`config.mk`:
```
export PLATFORM = sky130hd
export DESIGN_NAME = kpc_ctrl_regs
export DESIGN_NICKNAME = d
export VERILOG_FILES = /design/src/rtl/kpc_pkg.sv /design/src/rtl/kpc_ctrl_regs.sv /design/src/rtl/us_countdown.sv /design/src/rtl/us_tick_gen.sv
export SDC_FILE = /design/constraint.sdc
export NUM_CORES = 1
export LEC_CHECK = 0
export BUFFER_PORTS_ARGS = -buffer_cell sky130_fd_sc_hd__buf_4
export CORE_MARGIN = 10
export CORE_UTILIZATION = 50
export CTS_CLUSTER_SIZE = 25
export DETAILED_ROUTE_END_ITERATION = 8
export PLACE_DENSITY = 0.68
export SLEW_MARGIN = 15
export SYNTH_ARGS = -nofsm -noshare
export SYNTH_HDL_FRONTEND = slang
export SYNTH_SLANG_ARGS = --single-unit
```
`constraint.sdc`:
```
create_clock -name i_clk -period 7.7 [get_ports i_clk]
set_clock_uncertainty 0.15 [all_clocks]
set_input_delay 0.385 -clock i_clk [delete_from_list [all_inputs] [get_ports i_clk]]
set_output_delay 0.385 -clock i_clk [all_outputs]
set_load 0.1 [all_outputs]
```
`src/rtl/kpc_pkg.sv`:
```
// Constants and types shared by the control register bank
package kpc_pkg;
  localparam logic [14:0] CMD_ADC_CTRL    = 15'h0040;
  localparam logic [14:0] CMD_KEY_CTRL    = 15'h0041;
  localparam logic [14:0] CMD_DAC_CTRL    = 15'h0042;
  localparam logic [14:0] CMD_KEY_MASK    = 15'h0050;
  localparam int          CMD_READ_BIT    = 15;
  localparam int          ADC_SCAN_LSB    = 10;
  localparam int          ADC_RES_LSB     = 8;
  localparam int          ADC_AVG_LSB     = 6;
  localparam int          ADC_SETTLE_LSB  = 1;
  localparam int          ADC_RFV_BIT     = 0;
  localparam int          DAC_PD_BIT      = 15;
  localparam int          KEY_IRQ_BIT     = 15;
  localparam int          KEY_SCAN_BIT    = 14;
  localparam int          KEY_DBN_LSB     = 11;
  localparam int          KEY_HLD_LSB     = 8;
  localparam logic [13:0] ADC_CTRL_RST    = 14'h0000;
  localparam logic        DAC_PD_RST      = 1'h0;
  localparam logic [2:0]  KEY_DBN_RST     = 3'h0;
  localparam logic [2:0]  KEY_HLD_RST     = 3'h0;
  localparam logic [15:0] KEY_MASK_RST    = 16'h0000;
  localparam logic [3:0]  SCAN_REF_ONLY   = 4'h0;
  localparam logic [3:0]  SCAN_TOUCH_LAST = 4'h5;
  localparam int          CLK_MHZ         = 200;
  localparam int          TICK_US         = 1;
  localparam int          US_CYCLES       = TICK_US * CLK_MHZ;
  typedef logic [19:0] us_count_t;
  localparam us_count_t SETTLE_US [8] = '{
    20'd0, 20'd100, 20'd500, 20'd1000,
    20'd5000, 20'd10000, 20'd50000, 20'd100000};
  localparam us_count_t DEBOUNCE_US [8] = '{
    20'd2000, 20'd10000, 20'd20000, 20'd50000,
    20'd60000, 20'd80000, 20'd100000, 20'd120000};
  localparam us_count_t HOLD_SHORT_US = 20'd100;
  typedef enum logic [1:0] {
    REF_AUTO = 2'b00,
    REF_ON   = 2'b01,
    REF_EXT  = 2'b10
  } ref_mode_e;
  typedef enum logic [2:0] {
    KS_OFF  = 3'b000,
    KS_WAIT = 3'b001,
    KS_SCAN = 3'b010,
    KS_HOLD = 3'b011,
    KS_HOST = 3'b100
  } key_state_e;
endpackage

```
`src/rtl/kpc_ctrl_regs.sv`:
```
// Control registers for ADC, DAC and keypad scanner
// Overview of operation
// (RULE1) Averaging field picks none, 4, 8 or 16 results.
// (RULE2) Settle field picks 0us to 100ms pen-to-conversion delay.
// (RULE3) Settle delay applies to X, Y and pressure measurements only.
// (RULE4) Settle field reads back exactly as written.
// (RULE5) Reference bit picks 1.0V or 2.5V and reads back as written.
// (RULE6) With scan function zero, resolution field sets reference power.
// (RULE7) Host writes zero scan function to change reference power.
// (RULE8) DAC bit 15 high powers DAC down, low powers it up.
// (RULE9) Keypad register: commands 15:14, debounce 13:11, hold 10:8.
// (RULE10) Keypad read shows press detected and data available.
// (RULE11) Command 00 scans once, then waits press, irq, waits host.
// (RULE12) Command 10 stops scan, waits press, irq, scans itself.
// (RULE13) Command 01 stops scan, waits press, irq, waits host.
// (RULE14) Command 11 stops scan and powers down press detection.
// (RULE15) Debounce field picks 2 to 120 milliseconds.
// (RULE16) Held key waits 100us or one to seven debounce times.
// (RULE17) Key mask holds one bit per key, bits 15 to 0.
// (RULE18) Write code has bit 15 clear, read code bit 15 set.
// (RULE19) Masked key never updates key data; bit is 4*(col-1)+(row-1).
// (RULE20) Reserved bits read zero and ignore writes.
module kpc_ctrl_regs #(
  parameter int US_CYC = kpc_pkg::US_CYCLES
) (
  input  wire logic              i_clk,
  input  wire logic              i_rst_n,
  input  wire logic              i_cmd_valid,
  input  wire logic [15:0]       i_cmd,
  input  wire logic [15:0]       i_wdata,
  output logic                   o_rd_valid,
  output logic [15:0]            o_rdata,
  input  wire logic              i_pen_detect,
  output logic                   o_conv_start,
  output logic [1:0]             o_average_select,
  output logic [1:0]             o_resolution_select,
  output logic                   o_ref_voltage_select,
  output kpc_pkg::ref_mode_e     o_ref_mode,
  output logic                   o_dac_power_down,
  input  wire logic [15:0]       i_key_raw,
  output logic                   o_key_detect_on,
  output logic                   o_key_irq,
  output logic [15:0]            o_key_data
);
  import kpc_pkg::*;

  logic        tick;
  logic        wr_en;
  logic        rd_en;
  logic [13:0] adc_ctrl_q;
  logic [15:0] key_mask_q;
  logic [2:0]  dbn_q;
  logic [2:0]  hld_q;
  logic        auto_q;
  logic        press_q;
  logic        avail_q;
  logic [15:0] key_meta_q;
  logic [15:0] key_sync_q;
  logic        any_key;
  logic        key_wr;
  logic        pen_touch;
  logic        settle_done;
  logic        direct_q;
  logic        key_load;
  logic        key_done;
  us_count_t   key_count;
  key_state_e  state_q;
  key_state_e  state_d;

  assign wr_en  = i_cmd_valid && !i_cmd[CMD_READ_BIT];          // see RULE18
  assign rd_en  = i_cmd_valid && i_cmd[CMD_READ_BIT];           // see RULE18
  assign key_wr = wr_en && i_cmd[14:0] == CMD_KEY_CTRL;

  us_tick_gen #(.DIV(US_CYC)) u_tick (
    .i_clk   (i_clk),
    .i_rst_n (i_rst_n),
    .o_tick  (tick)
  );

  // ADC control: all fields except the status bits are kept
  always_ff @(posedge i_clk) begin
    if (!i_rst_n) begin
      adc_ctrl_q <= ADC_CTRL_RST;
    end else if (wr_en && i_cmd[14:0] == CMD_ADC_CTRL) begin
      adc_ctrl_q <= i_wdata[13:0];                             // see RULE4
    end
  end

  assign o_average_select     = adc_ctrl_q[ADC_AVG_LSB +: 2]; // see RULE1
  assign o_resolution_select  = adc_ctrl_q[ADC_RES_LSB +: 2];
  assign o_ref_voltage_select = adc_ctrl_q[ADC_RFV_BIT];       // see RULE5

  // Reference power only moves on a zero scan function write
  always_ff @(posedge i_clk) begin
    if (!i_rst_n) begin
      o_ref_mode <= REF_AUTO;
    end else if (wr_en && i_cmd[14:0] == CMD_ADC_CTRL &&
                 i_wdata[ADC_SCAN_LSB +: 4] == SCAN_REF_ONLY) begin // see RULE7
      case (i_wdata[ADC_RES_LSB +: 2])                        // see RULE6
        2'h0:    o_ref_mode <= REF_AUTO;
        2'h1:    o_ref_mode <= REF_ON;
        default: o_ref_mode <= REF_EXT;
      endcase
    end
  end

  // Touch measurements wait the settle time, others start at once
  assign pen_touch = adc_ctrl_q[ADC_SCAN_LSB +: 4] != SCAN_REF_ONLY &&
                     adc_ctrl_q[ADC_SCAN_LSB +: 4] <= SCAN_TOUCH_LAST;

  us_countdown u_settle (
    .i_clk   (i_clk),
    .i_rst_n (i_rst_n),
    .i_tick  (tick),
    .i_load  (i_pen_detect && pen_touch),                     // see RULE3
    .i_abort (1'b0),
    .i_count (SETTLE_US[adc_ctrl_q[ADC_SETTLE_LSB +: 3]]),    // see RULE2
    .o_done  (settle_done)
  );

  always_ff @(posedge i_clk) begin
    if (!i_rst_n) begin
      direct_q <= 1'b0;
    end else begin
      direct_q <= i_pen_detect && !pen_touch;                 // see RULE3
    end
  end
  assign o_conv_start = settle_done || direct_q;

  // DAC power-down; lower bits are not stored
  always_ff @(posedge i_clk) begin
    if (!i_rst_n) begin
      o_dac_power_down <= DAC_PD_RST;
    end else if (wr_en && i_cmd[14:0] == CMD_DAC_CTRL) begin
      o_dac_power_down <= i_wdata[DAC_PD_BIT];                 // see RULE8
    end
  end

  // Key mask and keypad timing fields
  always_ff @(posedge i_clk) begin
    if (!i_rst_n) begin
      key_mask_q <= KEY_MASK_RST;
      dbn_q      <= KEY_DBN_RST;
      hld_q      <= KEY_HLD_RST;
    end else begin
      if (wr_en && i_cmd[14:0] == CMD_KEY_MASK) begin
        key_mask_q <= i_wdata;                                 // see RULE17
      end
      if (key_wr) begin
        dbn_q <= i_wdata[KEY_DBN_LSB +: 3];                    // see RULE9
        hld_q <= i_wdata[KEY_HLD_LSB +: 3];                    // see RULE9
      end
    end
  end

  // Key pins come from outside, so two stages before use
  always_ff @(posedge i_clk) begin
    if (!i_rst_n) begin
      key_meta_q <= 16'h0000;
      key_sync_q <= 16'h0000;
    end else begin
      key_meta_q <= i_key_raw;
      key_sync_q <= key_meta_q;
    end
  end

  assign any_key = |(key_sync_q & ~key_mask_q);

  // Scan timer loads debounce, or hold after a held key
  always_comb begin
    key_count = DEBOUNCE_US[dbn_q];                            // see RULE15
    if (state_d == KS_HOLD) begin
      key_count = (hld_q == 3'h0) ? HOLD_SHORT_US               // see RULE16
                : 20'(DEBOUNCE_US[dbn_q] * hld_q);
    end
  end

  assign key_load = state_d != state_q &&
                    (state_d == KS_SCAN || state_d == KS_HOLD);

  us_countdown u_key_timer (
    .i_clk   (i_clk),
    .i_rst_n (i_rst_n),
    .i_tick  (tick),
    .i_load  (key_load || (key_wr && state_d == KS_SCAN)),
    .i_abort (key_wr && state_d != KS_SCAN),
    .i_count (key_count),
    .o_done  (key_done)
  );

  always_comb begin
    state_d = state_q;
    if (key_wr) begin
      case (i_wdata[15:14])
        2'b00:   state_d = KS_SCAN;                            // see RULE11
        2'b11:   state_d = KS_OFF;                             // see RULE14
        default: state_d = KS_WAIT;                 // see RULE12 see RULE13
      endcase
    end else begin
      case (state_q)
        KS_WAIT: if (any_key) begin
          state_d = auto_q ? KS_SCAN : KS_HOST;     // see RULE11 see RULE12
        end
        KS_SCAN: if (key_done) begin
          state_d = (auto_q && any_key) ? KS_HOLD : KS_WAIT;
        end
        KS_HOLD: if (key_done) begin
          state_d = KS_SCAN;                                   // see RULE16
        end
        KS_OFF:  state_d = KS_OFF;
        KS_HOST: state_d = KS_HOST;
        default: state_d = KS_WAIT;
      endcase
    end
  end

  always_ff @(posedge i_clk) begin
    if (!i_rst_n) begin
      state_q <= KS_WAIT;
      auto_q  <= 1'b0;
    end else begin
      state_q <= state_d;
      if (key_wr) begin
        auto_q <= i_wdata[15:14] == 2'b10;                     // see RULE12
      end
    end
  end

  assign o_key_detect_on = state_q != KS_OFF;                  // see RULE14

  // Press flag: a clearing write wins over detection
  always_ff @(posedge i_clk) begin
    if (!i_rst_n) begin
      press_q   <= 1'b0;
      o_key_irq <= 1'b0;
    end else begin
      o_key_irq <= state_q == KS_WAIT && any_key && !key_wr;
      if (state_q == KS_WAIT && any_key && !key_wr) begin
        press_q <= 1'b1;                                       // see RULE10
      end else if (key_wr) begin
        press_q <= 1'b0;
      end
    end
  end

  // Key data captured after debounce, masked keys left alone
  always_ff @(posedge i_clk) begin
    if (!i_rst_n) begin
      avail_q    <= 1'b0;
      o_key_data <= 16'h0000;
    end else if (state_q == KS_SCAN && key_done && !key_wr) begin
      avail_q    <= 1'b1;                                      // see RULE10
      o_key_data <= (o_key_data & key_mask_q) |
                    (key_sync_q & ~key_mask_q);                // see RULE19
    end else if (state_d == KS_SCAN && state_q != KS_SCAN) begin
      avail_q <= 1'b0;                                         // see RULE10
    end
  end

  // Read answer one cycle after the command; unmapped reads zero
  always_ff @(posedge i_clk) begin
    if (!i_rst_n) begin
      o_rd_valid <= 1'b0;
      o_rdata    <= 16'h0000;
    end else begin
      o_rd_valid <= rd_en;
      if (rd_en) begin
        case (i_cmd[14:0])
          CMD_ADC_CTRL: o_rdata <= {2'h0, adc_ctrl_q};
          CMD_KEY_CTRL: o_rdata <= {press_q, avail_q, dbn_q, hld_q,
                                    8'h00};                    // see RULE20
          CMD_DAC_CTRL: o_rdata <= {o_dac_power_down, 15'h0000}; // see RULE20
          CMD_KEY_MASK: o_rdata <= key_mask_q;
          default:      o_rdata <= 16'h0000;
        endcase
      end
    end
  end
endmodule // kpc_ctrl_regs

```
`src/rtl/us_countdown.sv`:
```
// Loadable countdown in microsecond ticks, done pulse at zero
module us_countdown (
  input  wire logic               i_clk,
  input  wire logic               i_rst_n,
  input  wire logic               i_tick,
  input  wire logic               i_load,
  input  wire logic               i_abort,
  input  wire kpc_pkg::us_count_t i_count,
  output logic                    o_done
);
  import kpc_pkg::*;

  us_count_t cnt_q;
  logic      busy_q;

  always_ff @(posedge i_clk) begin
    if (!i_rst_n) begin
      cnt_q  <= 20'h0;
      busy_q <= 1'b0;
      o_done <= 1'b0;
    end else if (i_abort) begin
      busy_q <= 1'b0;
      o_done <= 1'b0;
    end else if (i_load) begin
      cnt_q  <= i_count;
      busy_q <= 1'b1;
      o_done <= 1'b0;
    end else begin
      // Zero count finishes the cycle after load
      o_done <= busy_q && (cnt_q == 20'h0);
      if (busy_q && cnt_q == 20'h0) begin
        busy_q <= 1'b0;
      end else if (busy_q && i_tick) begin
        cnt_q <= cnt_q - 20'h1;
      end
    end
  end
endmodule // us_countdown

```
`src/rtl/us_tick_gen.sv`:
```
// Microsecond enable pulse divided down from the system clock
module us_tick_gen #(
  parameter int DIV = 200
) (
  input  wire logic i_clk,
  input  wire logic i_rst_n,
  output logic      o_tick
);
  logic [31:0] cnt_q;

  always_ff @(posedge i_clk) begin
    if (!i_rst_n) begin
      cnt_q  <= 32'h0;
      o_tick <= 1'b0;
    end else if (cnt_q == 32'(DIV - 1)) begin
      cnt_q  <= 32'h0;
      o_tick <= 1'b1;
    end else begin
      cnt_q  <= cnt_q + 32'h1;
      o_tick <= 1'b0;
    end
  end
endmodule // us_tick_gen
```
[Word level (Yosys, flattened, before mapping)]
Memories as Yosys holds them, arrays and structs flattened.
Cells that the tools add are included.
Widths: inputs -> output; s select.
Operators by class
  add/subtract/negate cells: 3
  multiply operators: 1
  divide/modulo/power cells: 0
  $lt $le $gt $ge: 3
  eq/ne operators: 19
  shifts and indexed selects: 0
  mux-type cells: 31
  bitwise logic cells: 8
  reduce and logical (&&, ||, !) cells: 51
Operators by type and width (number)
  $mux 20: 12
  $pmux 16 s4: 1
  $eq 15x7->1 const B: 4
  $logic_not 20->1: 2
  $sub 20x1->20 const B: 2
  $add 32x1->32 const B: 1
  $and 16x16->16: 2
  $eq 32x8->1 const B: 1
  $logic_and 1x1->1: 23
  $mul 20x3->20: 1
  $not 16->16: 1
  $or 16x16->16: 1
  $reduce_or 16->1: 1
  $mux 3: 5
  $pmux 3 s5: 1
  $eq 3x2->1 const B: 4
  $reduce_bool 2->1: 6
  $mux 1: 9
  $ge 4x4->1 const B: 2
  $not 3->4: 2
  $pmux 2 s2: 2
  $logic_not 3->1: 2
  $ne 3x2->1 const B: 2
  $reduce_or 2->1: 3
  other kinds (18): 26
Word-level totals
  register bits: 189
  bits in latches: 0
  bits in writable memories: 0
  memory bits (read-only): 320
  bits of input ports: 52
  output and inout bits: 44
  logic and storage cells: 143
  memories kept: 2
Memories
  (no name shown): words 8, width 20, rd ports 1, clocked after memory_dff 0, write ports 0, line kpc_ctrl_regs.sv:174  | : 20'(DEBOUNCE_US[dbn_q] * hld_q);
  (no name shown): words 8, width 20, rd ports 1, clocked after memory_dff 0, write ports 0, line kpc_ctrl_regs.sv:117  | .i_count (SETTLE_US[adc_ctrl_q[ADC_SETTLE_LSB +: 3]]),

[Depth between registers and ports, before layout]
  depth in word-level cells: 14
  depth in mapped cells: 19
  mapped depth without buffers: 18

[Modules after synthesis]
Synthesis repeated with hierarchy kept, for this count alone.
Unflattened totals
  cells, all modules: 1339
  area, all modules: 10844.2 um^2
By module, submodules not included
  kpc_ctrl_regs: instances 1, cells an instance 740, area each 6224.7 um^2, seq. area each 2242.2 um^2
  us_countdown: instances 2, cells an instance 197, area each 1461.4 um^2, seq. area each 440.4 um^2
  us_tick_gen: instances 1, cells an instance 205, area each 1696.6 um^2, seq. area each 660.6 um^2

[Least setup slack after synthesis]
OpenSTA, ideal clock, no wires.
  kind: reg2reg
  start: register dbn_q[0]
  end: register u_key_timer.cnt_q[19]
  setup time: 0.133 ns
  arrival time: 3.763 ns
  data required time: 7.417 ns
  setup slack: 3.654 ns
  cell stages (with the launch flop): 18
  path buffers: 1
  clock period less this slack: 4.046 ns
  path through: dfxtp_1 > clkbuf_1 > inv_1 > ha_1 > nand2b_1 > o21ai_0 > nand2_1 > fa_1 > inv_1 > ha_1 > a21oi_1 > o211ai_1 > o21ai_0 > o21bai_1 > a2111oi_0 > o31ai_1 > a32oi_1 > a211oi_1
Between the ends
  word-level cells in the longest chain between the ends: 8
RTL lines
  start: declaration: line kpc_ctrl_regs.sv:52  | logic [2:0] dbn_q;
  start signal: assignment: line kpc_ctrl_regs.sv:150  | dbn_q <= i_wdata[KEY_DBN_LSB +: 3];
  $not 3->4 (not written as such) (*): line kpc_ctrl_regs.sv:171, kpc_ctrl_regs.sv:174
  $mem_v2 8x20 (*)
  $mux 20 (not written as such) (*) (2 in a row): line kpc_ctrl_regs.sv:174
  $mul 20x3->20: line kpc_ctrl_regs.sv:174
  $mux 20: line kpc_ctrl_regs.sv:173  | key_count = (hld_q == 3'h0) ? HOLD_SHORT_US
  $mux 20 (*): line kpc_ctrl_regs.sv:172  | if (state_d == KS_HOLD) begin
  $mux 20 (*): line us_countdown.sv:24  | end else if (i_load) begin
  end signal: assignment: line us_countdown.sv:25  | cnt_q <= i_count;
  end signal: assignment: line us_countdown.sv:34  | cnt_q <= cnt_q - 20'h1;
  end: declaration: line us_countdown.sv:13  | us_count_t cnt_q;
Every way passes the cells marked *; elsewhere a longest branch is shown, timed or not. The select of a mux whose other input is x is not followed.
A chain may end at the register's enable or synchronous reset.

[Worst setup path after layout]
Ends and elaborated chain as after synthesis.

==> summary.log <==
INFO  cells_and_area drive_above_1_share=11.5%
INFO  logic_synthesis synth_enable_flop_cells=0
INFO  clock_network  clk-insertion-delay-late=0.44ns
INFO  pwr            peakVddDrop=0.142mV
INFO  cells_and_area most_common_library_cell_in_the_layout_ignoring_fill_and_taps=sky130_fd_sc_hd__dfxtp_1
INFO  detailed_routing drt_pass1_iterations=5
INFO  logic_synthesis count_of_unique_library_cells_instantiated_by_yosys=72
INFO  placement      post-place-cells=1510
INFO  timing         period_share=59.4%
INFO  cells_and_area stdcell_count=1558
INFO  clock_network  cts.root.buffer_cell=sky130_fd_sc_hd__clkbuf_16
INFO  die            std_cell_rows=50
INFO  clock_network  path_clk_slew=0.08ns
INFO  placement      io_buffers=95
INFO  detailed_routing final_routed_wire_length_divided_by_cell_count=15.6um
INFO  global_route   grt_overflow=0
INFO  timing         slew_headroom=29.6%
INFO  timing         finalMaxSlewViolations=0
INFO  critical_path  worst-endpoint-required=7.83ns
INFO  logic_synthesis synth-seq-area-share=38.9%
INFO  die            initial_utilization=51.5%
INFO  timing         maxClockFrequency=219MHz
INFO  critical_path  crit_path_cell_trace=inv_1 > ha_1 > nand2b_1 > o21ai_0 > nand2_1 > fa_1 > inv_1 > ha_1 > a21oi_1 > o211ai_1 > o21ai_0 > o21bai_1 > a2111oi_0 > o31ai_1 > a32oi_1 > a211oi_1
INFO  logic_synthesis syn-mean-instance-area=8.03um^2
INFO  clock_network  clockBufferDepth=2
INFO  logic_synthesis prevailing_post_synth_register_cell=sky130_fd_sc_hd__dfxtp_1
INFO  clock_network  number_of_clock_buffers_inserted_by_tritoncts=17
INFO  cells_and_area most_frequent_cells_in_the_layout=sky130_fd_sc_hd__dfxtp_1, sky130_fd_sc_hd__nand2_1, sky130_fd_sc_hd__nor2_1
INFO  die            die_h=159um
INFO  logic_synthesis postSynthNetCount=1308
INFO  critical_path  setup.worst_path.start_class=register
INFO  logic_synthesis synthesis_stage_register_bit_count=189
INFO  timing         timing.final.setup_violations=0
INFO  critical_path  type_of_the_worst_setup_path=reg -> reg
INFO  die            design.portCount=96
INFO  detailed_routing drt_wl_total=24300um
INFO  timing         grt_setup_unrepaired=false
INFO  clock_network  post_cts.resized_instances=0
INFO  pwr            seqPwrFrac=49.3%
INFO  clock_network  cts_tree=yes
INFO  pwr            p_leak=4.51nW
INFO  pwr            power.switching_fraction=26.6%
INFO  timing         time_the_worst_path_needs_with_i_o_delays_and_setup=4.58ns
INFO  timing         tightest_slew=1.05ns
INFO  logic_synthesis ys_warn_count=0
INFO  cells_and_area final_net_count=1381
INFO  placement      gp_congestion=0.860
INFO  pwr            clockPowerShare=45.7%
INFO  cells_and_area multiInputGateArea=5480um^2
INFO  clock_network  clkSinkCount=189
INFO  flow_run       drv_cap=0
INFO  logic_synthesis syn_area=9730um^2
INFO  global_route   grt_pass1_vias=7900
INFO  global_route   grt_util_all_layers=18.6%
INFO  detailed_routing via_count=8432
INFO  critical_path  critical_path.endpoint_type=register
INFO  global_route   wire_length_of_the_first_global_routing_pass=39900um
INFO  pwr            power_switching=0.000538W
INFO  critical_path  worstPathArrival=4.71ns
INFO  die            die_width=159um
INFO  detailed_routing detail_route.drc_violations=0
INFO  cells_and_area final_design_area_no_fill=11300um^2
INFO  critical_path  critPathMaxFanout=11
INFO  logic_synthesis fraction_of_registers_with_async_set_or_reset_after_synthesis=0%
INFO  detailed_routing antenna_violating_nets_post_route=0
INFO  clock_network  htree_levels=4
INFO  pwr            power.combinational.fraction=5.0%
INFO  placement      hpwlAfterDp=17600um
INFO  global_route   grt_antenna_before_repair=0
INFO  pwr            internal_power=0.00148W
INFO  die            fp.dieArea=25400um^2
INFO  placement      post_dp_cell_area=10600um^2
INFO  cells_and_area final_layout_fill_cell_count=1737
INFO  critical_path  worst_path_largest_cell_delay=0.63ns
INFO  critical_path  worst_path_cell_with_the_longest_stage_delay=sky130_fd_sc_hd__a2111oi_0
INFO  outcome        status=complete, no violations
INFO  cells_and_area register_area=3780um^2
INFO  worst_hold_path hold_path_class=in -> reg
INFO  global_route   grt_max_degree=90
INFO  die            placeableCoreArea=18900um^2
INFO  cells_and_area util_after_layout=60.1%
INFO  cells_and_area areaGrowthSynthToFinish=16.7%
INFO  detailed_routing detail_route.iter0.violations=480
INFO  pwr            p_per_area=178nW/um^2
INFO  timing         finalSetupTns=0ns
INFO  logic_synthesis syn_inst=1212
INFO  detailed_routing drt_via_density=5.41
INFO  cells_and_area antenna_cells=0
INFO  timing         final_hold_viol_count=0
==> critical path, delay by kind of cell (launching register included) <==
kind	cells	cell delay [ns]
and+or+nand+nor	2	0.28
adders and majority gates	3	1.13
AOI/OAI and AO/OA	9	2.10
DFF	1	0.52
buffers and inverters	2	0.25
==> final cells by class <==
class,instances,area share (%)
Clock buffer,17,3.75
Clock inverter,15,1.82
Inverter,55,1.82
Multi-Input combinational cell,905,48.3
Sequential cell,189,33.3
Tap cell,260,2.87
Timing Repair Buffer,117,8.09
==> power groups by stage <==
stage | combinational [W] | sequential (W) | clock [W]
detailed placement | 0.0000953 | 0.00102 | 0
global route | 0.000111 | 0.000998 | 0.000974
global placement | 0.0000941 | 0.00102 | 0
finish | 0.000102 | 0.000996 | 0.000923
floorplan | 0.0000540 | 0.00102 | 0
CTS | 0.000102 | 0.000996 | 0.000939
==> per-stage QoR <==
stage	hold slack (ns)	power [W]	worst slack, ns
floorplan	0.262	0.00108	3.65
global placement	0.264	0.00111	3.28
detailed placement	0.268	0.00111	3.17
CTS	0.0205	0.00204	3.13
global route	0.0341	0.00208	2.67
finish	0.0310	0.00202	3.12
==> cells by family after synthesis <==
group / count (synthesis) / synth area share [%]
mux: 38 / 3.96
compound gates: 207 / 13.5
buf+inv: 118 / 4.79
simple gates: 562 / 27.4
flops: 189 / 38.9
fa+ha+maj: 45 / 6.69
xor+xnor: 53 / 4.77
==> synthesized netlist by cell type (18+ instances only) <==
| master | count | share of area, % |
|---|---|---|
| sky130_fd_sc_hd__inv_1 | 54 | 2.1 |
| sky130_fd_sc_hd__nor2_1 | 143 | 5.5 |
| sky130_fd_sc_hd__a21oi_1 | 81 | 4.2 |
| sky130_fd_sc_hd__xor2_1 | 26 | 2.3 |
| sky130_fd_sc_hd__nand3_1 | 38 | 2.0 |
| sky130_fd_sc_hd__dfxtp_1 | 189 | 39 |
| sky130_fd_sc_hd__nor4_1 | 18 | 1.2 |
| sky130_fd_sc_hd__o21ai_0 | 43 | 2.2 |
| sky130_fd_sc_hd__ha_1 | 32 | 4.1 |
| sky130_fd_sc_hd__nor2b_1 | 21 | 1.4 |
| sky130_fd_sc_hd__xnor2_1 | 27 | 2.4 |
| sky130_fd_sc_hd__clkbuf_1 | 53 | 2.0 |
| sky130_fd_sc_hd__and2_1 | 46 | 3.0 |
| sky130_fd_sc_hd__nor3_1 | 42 | 2.2 |
| sky130_fd_sc_hd__mux2i_1 | 34 | 3.5 |
| sky130_fd_sc_hd__nand2_1 | 178 | 6.9 |
==> state kept, by name, summed over array words and instances (netlist names), 2 cells and up, named ones only <==
| name | flops |
|---|---|
| u_settle.cnt_q | 20 |
| dbn_q | 3 |
| key_mask_q | 16 |
| key_meta_q | 16 |
| hld_q | 3 |
| o_rdata | 16 |
| key_sync_q | 16 |
| u_key_timer.cnt_q | 20 |
| adc_ctrl_q | 14 |
| o_ref_mode | 2 |
| state_q | 3 |
| u_tick.cnt_q | 32 |
==> routing by layer <==
| layer | wire [um] | up-vias | global-route usage, % | share of wire (%) |
|---|---|---|---|---|
| met5 | 0 | - | 0 | 0 |
| li1 | - | 4271 | - | - |
| met1 | 11400 | 3941 | 24.3 | 47 |
| met2 | 11100 | 198 | 29.3 | 46 |
| met3 | 1550 | 22 | 5.47 | 6.4 |
| met4 | 303 | 0 | 4.63 | 1.2 |
==> final timing paths <==
kind                      start                     to  slack, ns  cells after the start
setup reg to reg       dbn_q[0]  u_key_timer.cnt_q[19]       3.12                     16
hold / removal     i_pen_detect               direct_q       0.03                      3
setup / recovery       dbn_q[0]  u_key_timer.cnt_q[19]       3.12                     16
hold reg to reg   key_meta_q[1]          key_sync_q[1]       0.29                      1
==> what timing repair did <==
action,CTS,global route
buffers inserted,0,0
hold buffers,16,0
hold endpoints to repair,16,0
Power figures use the tool's default switching activity.
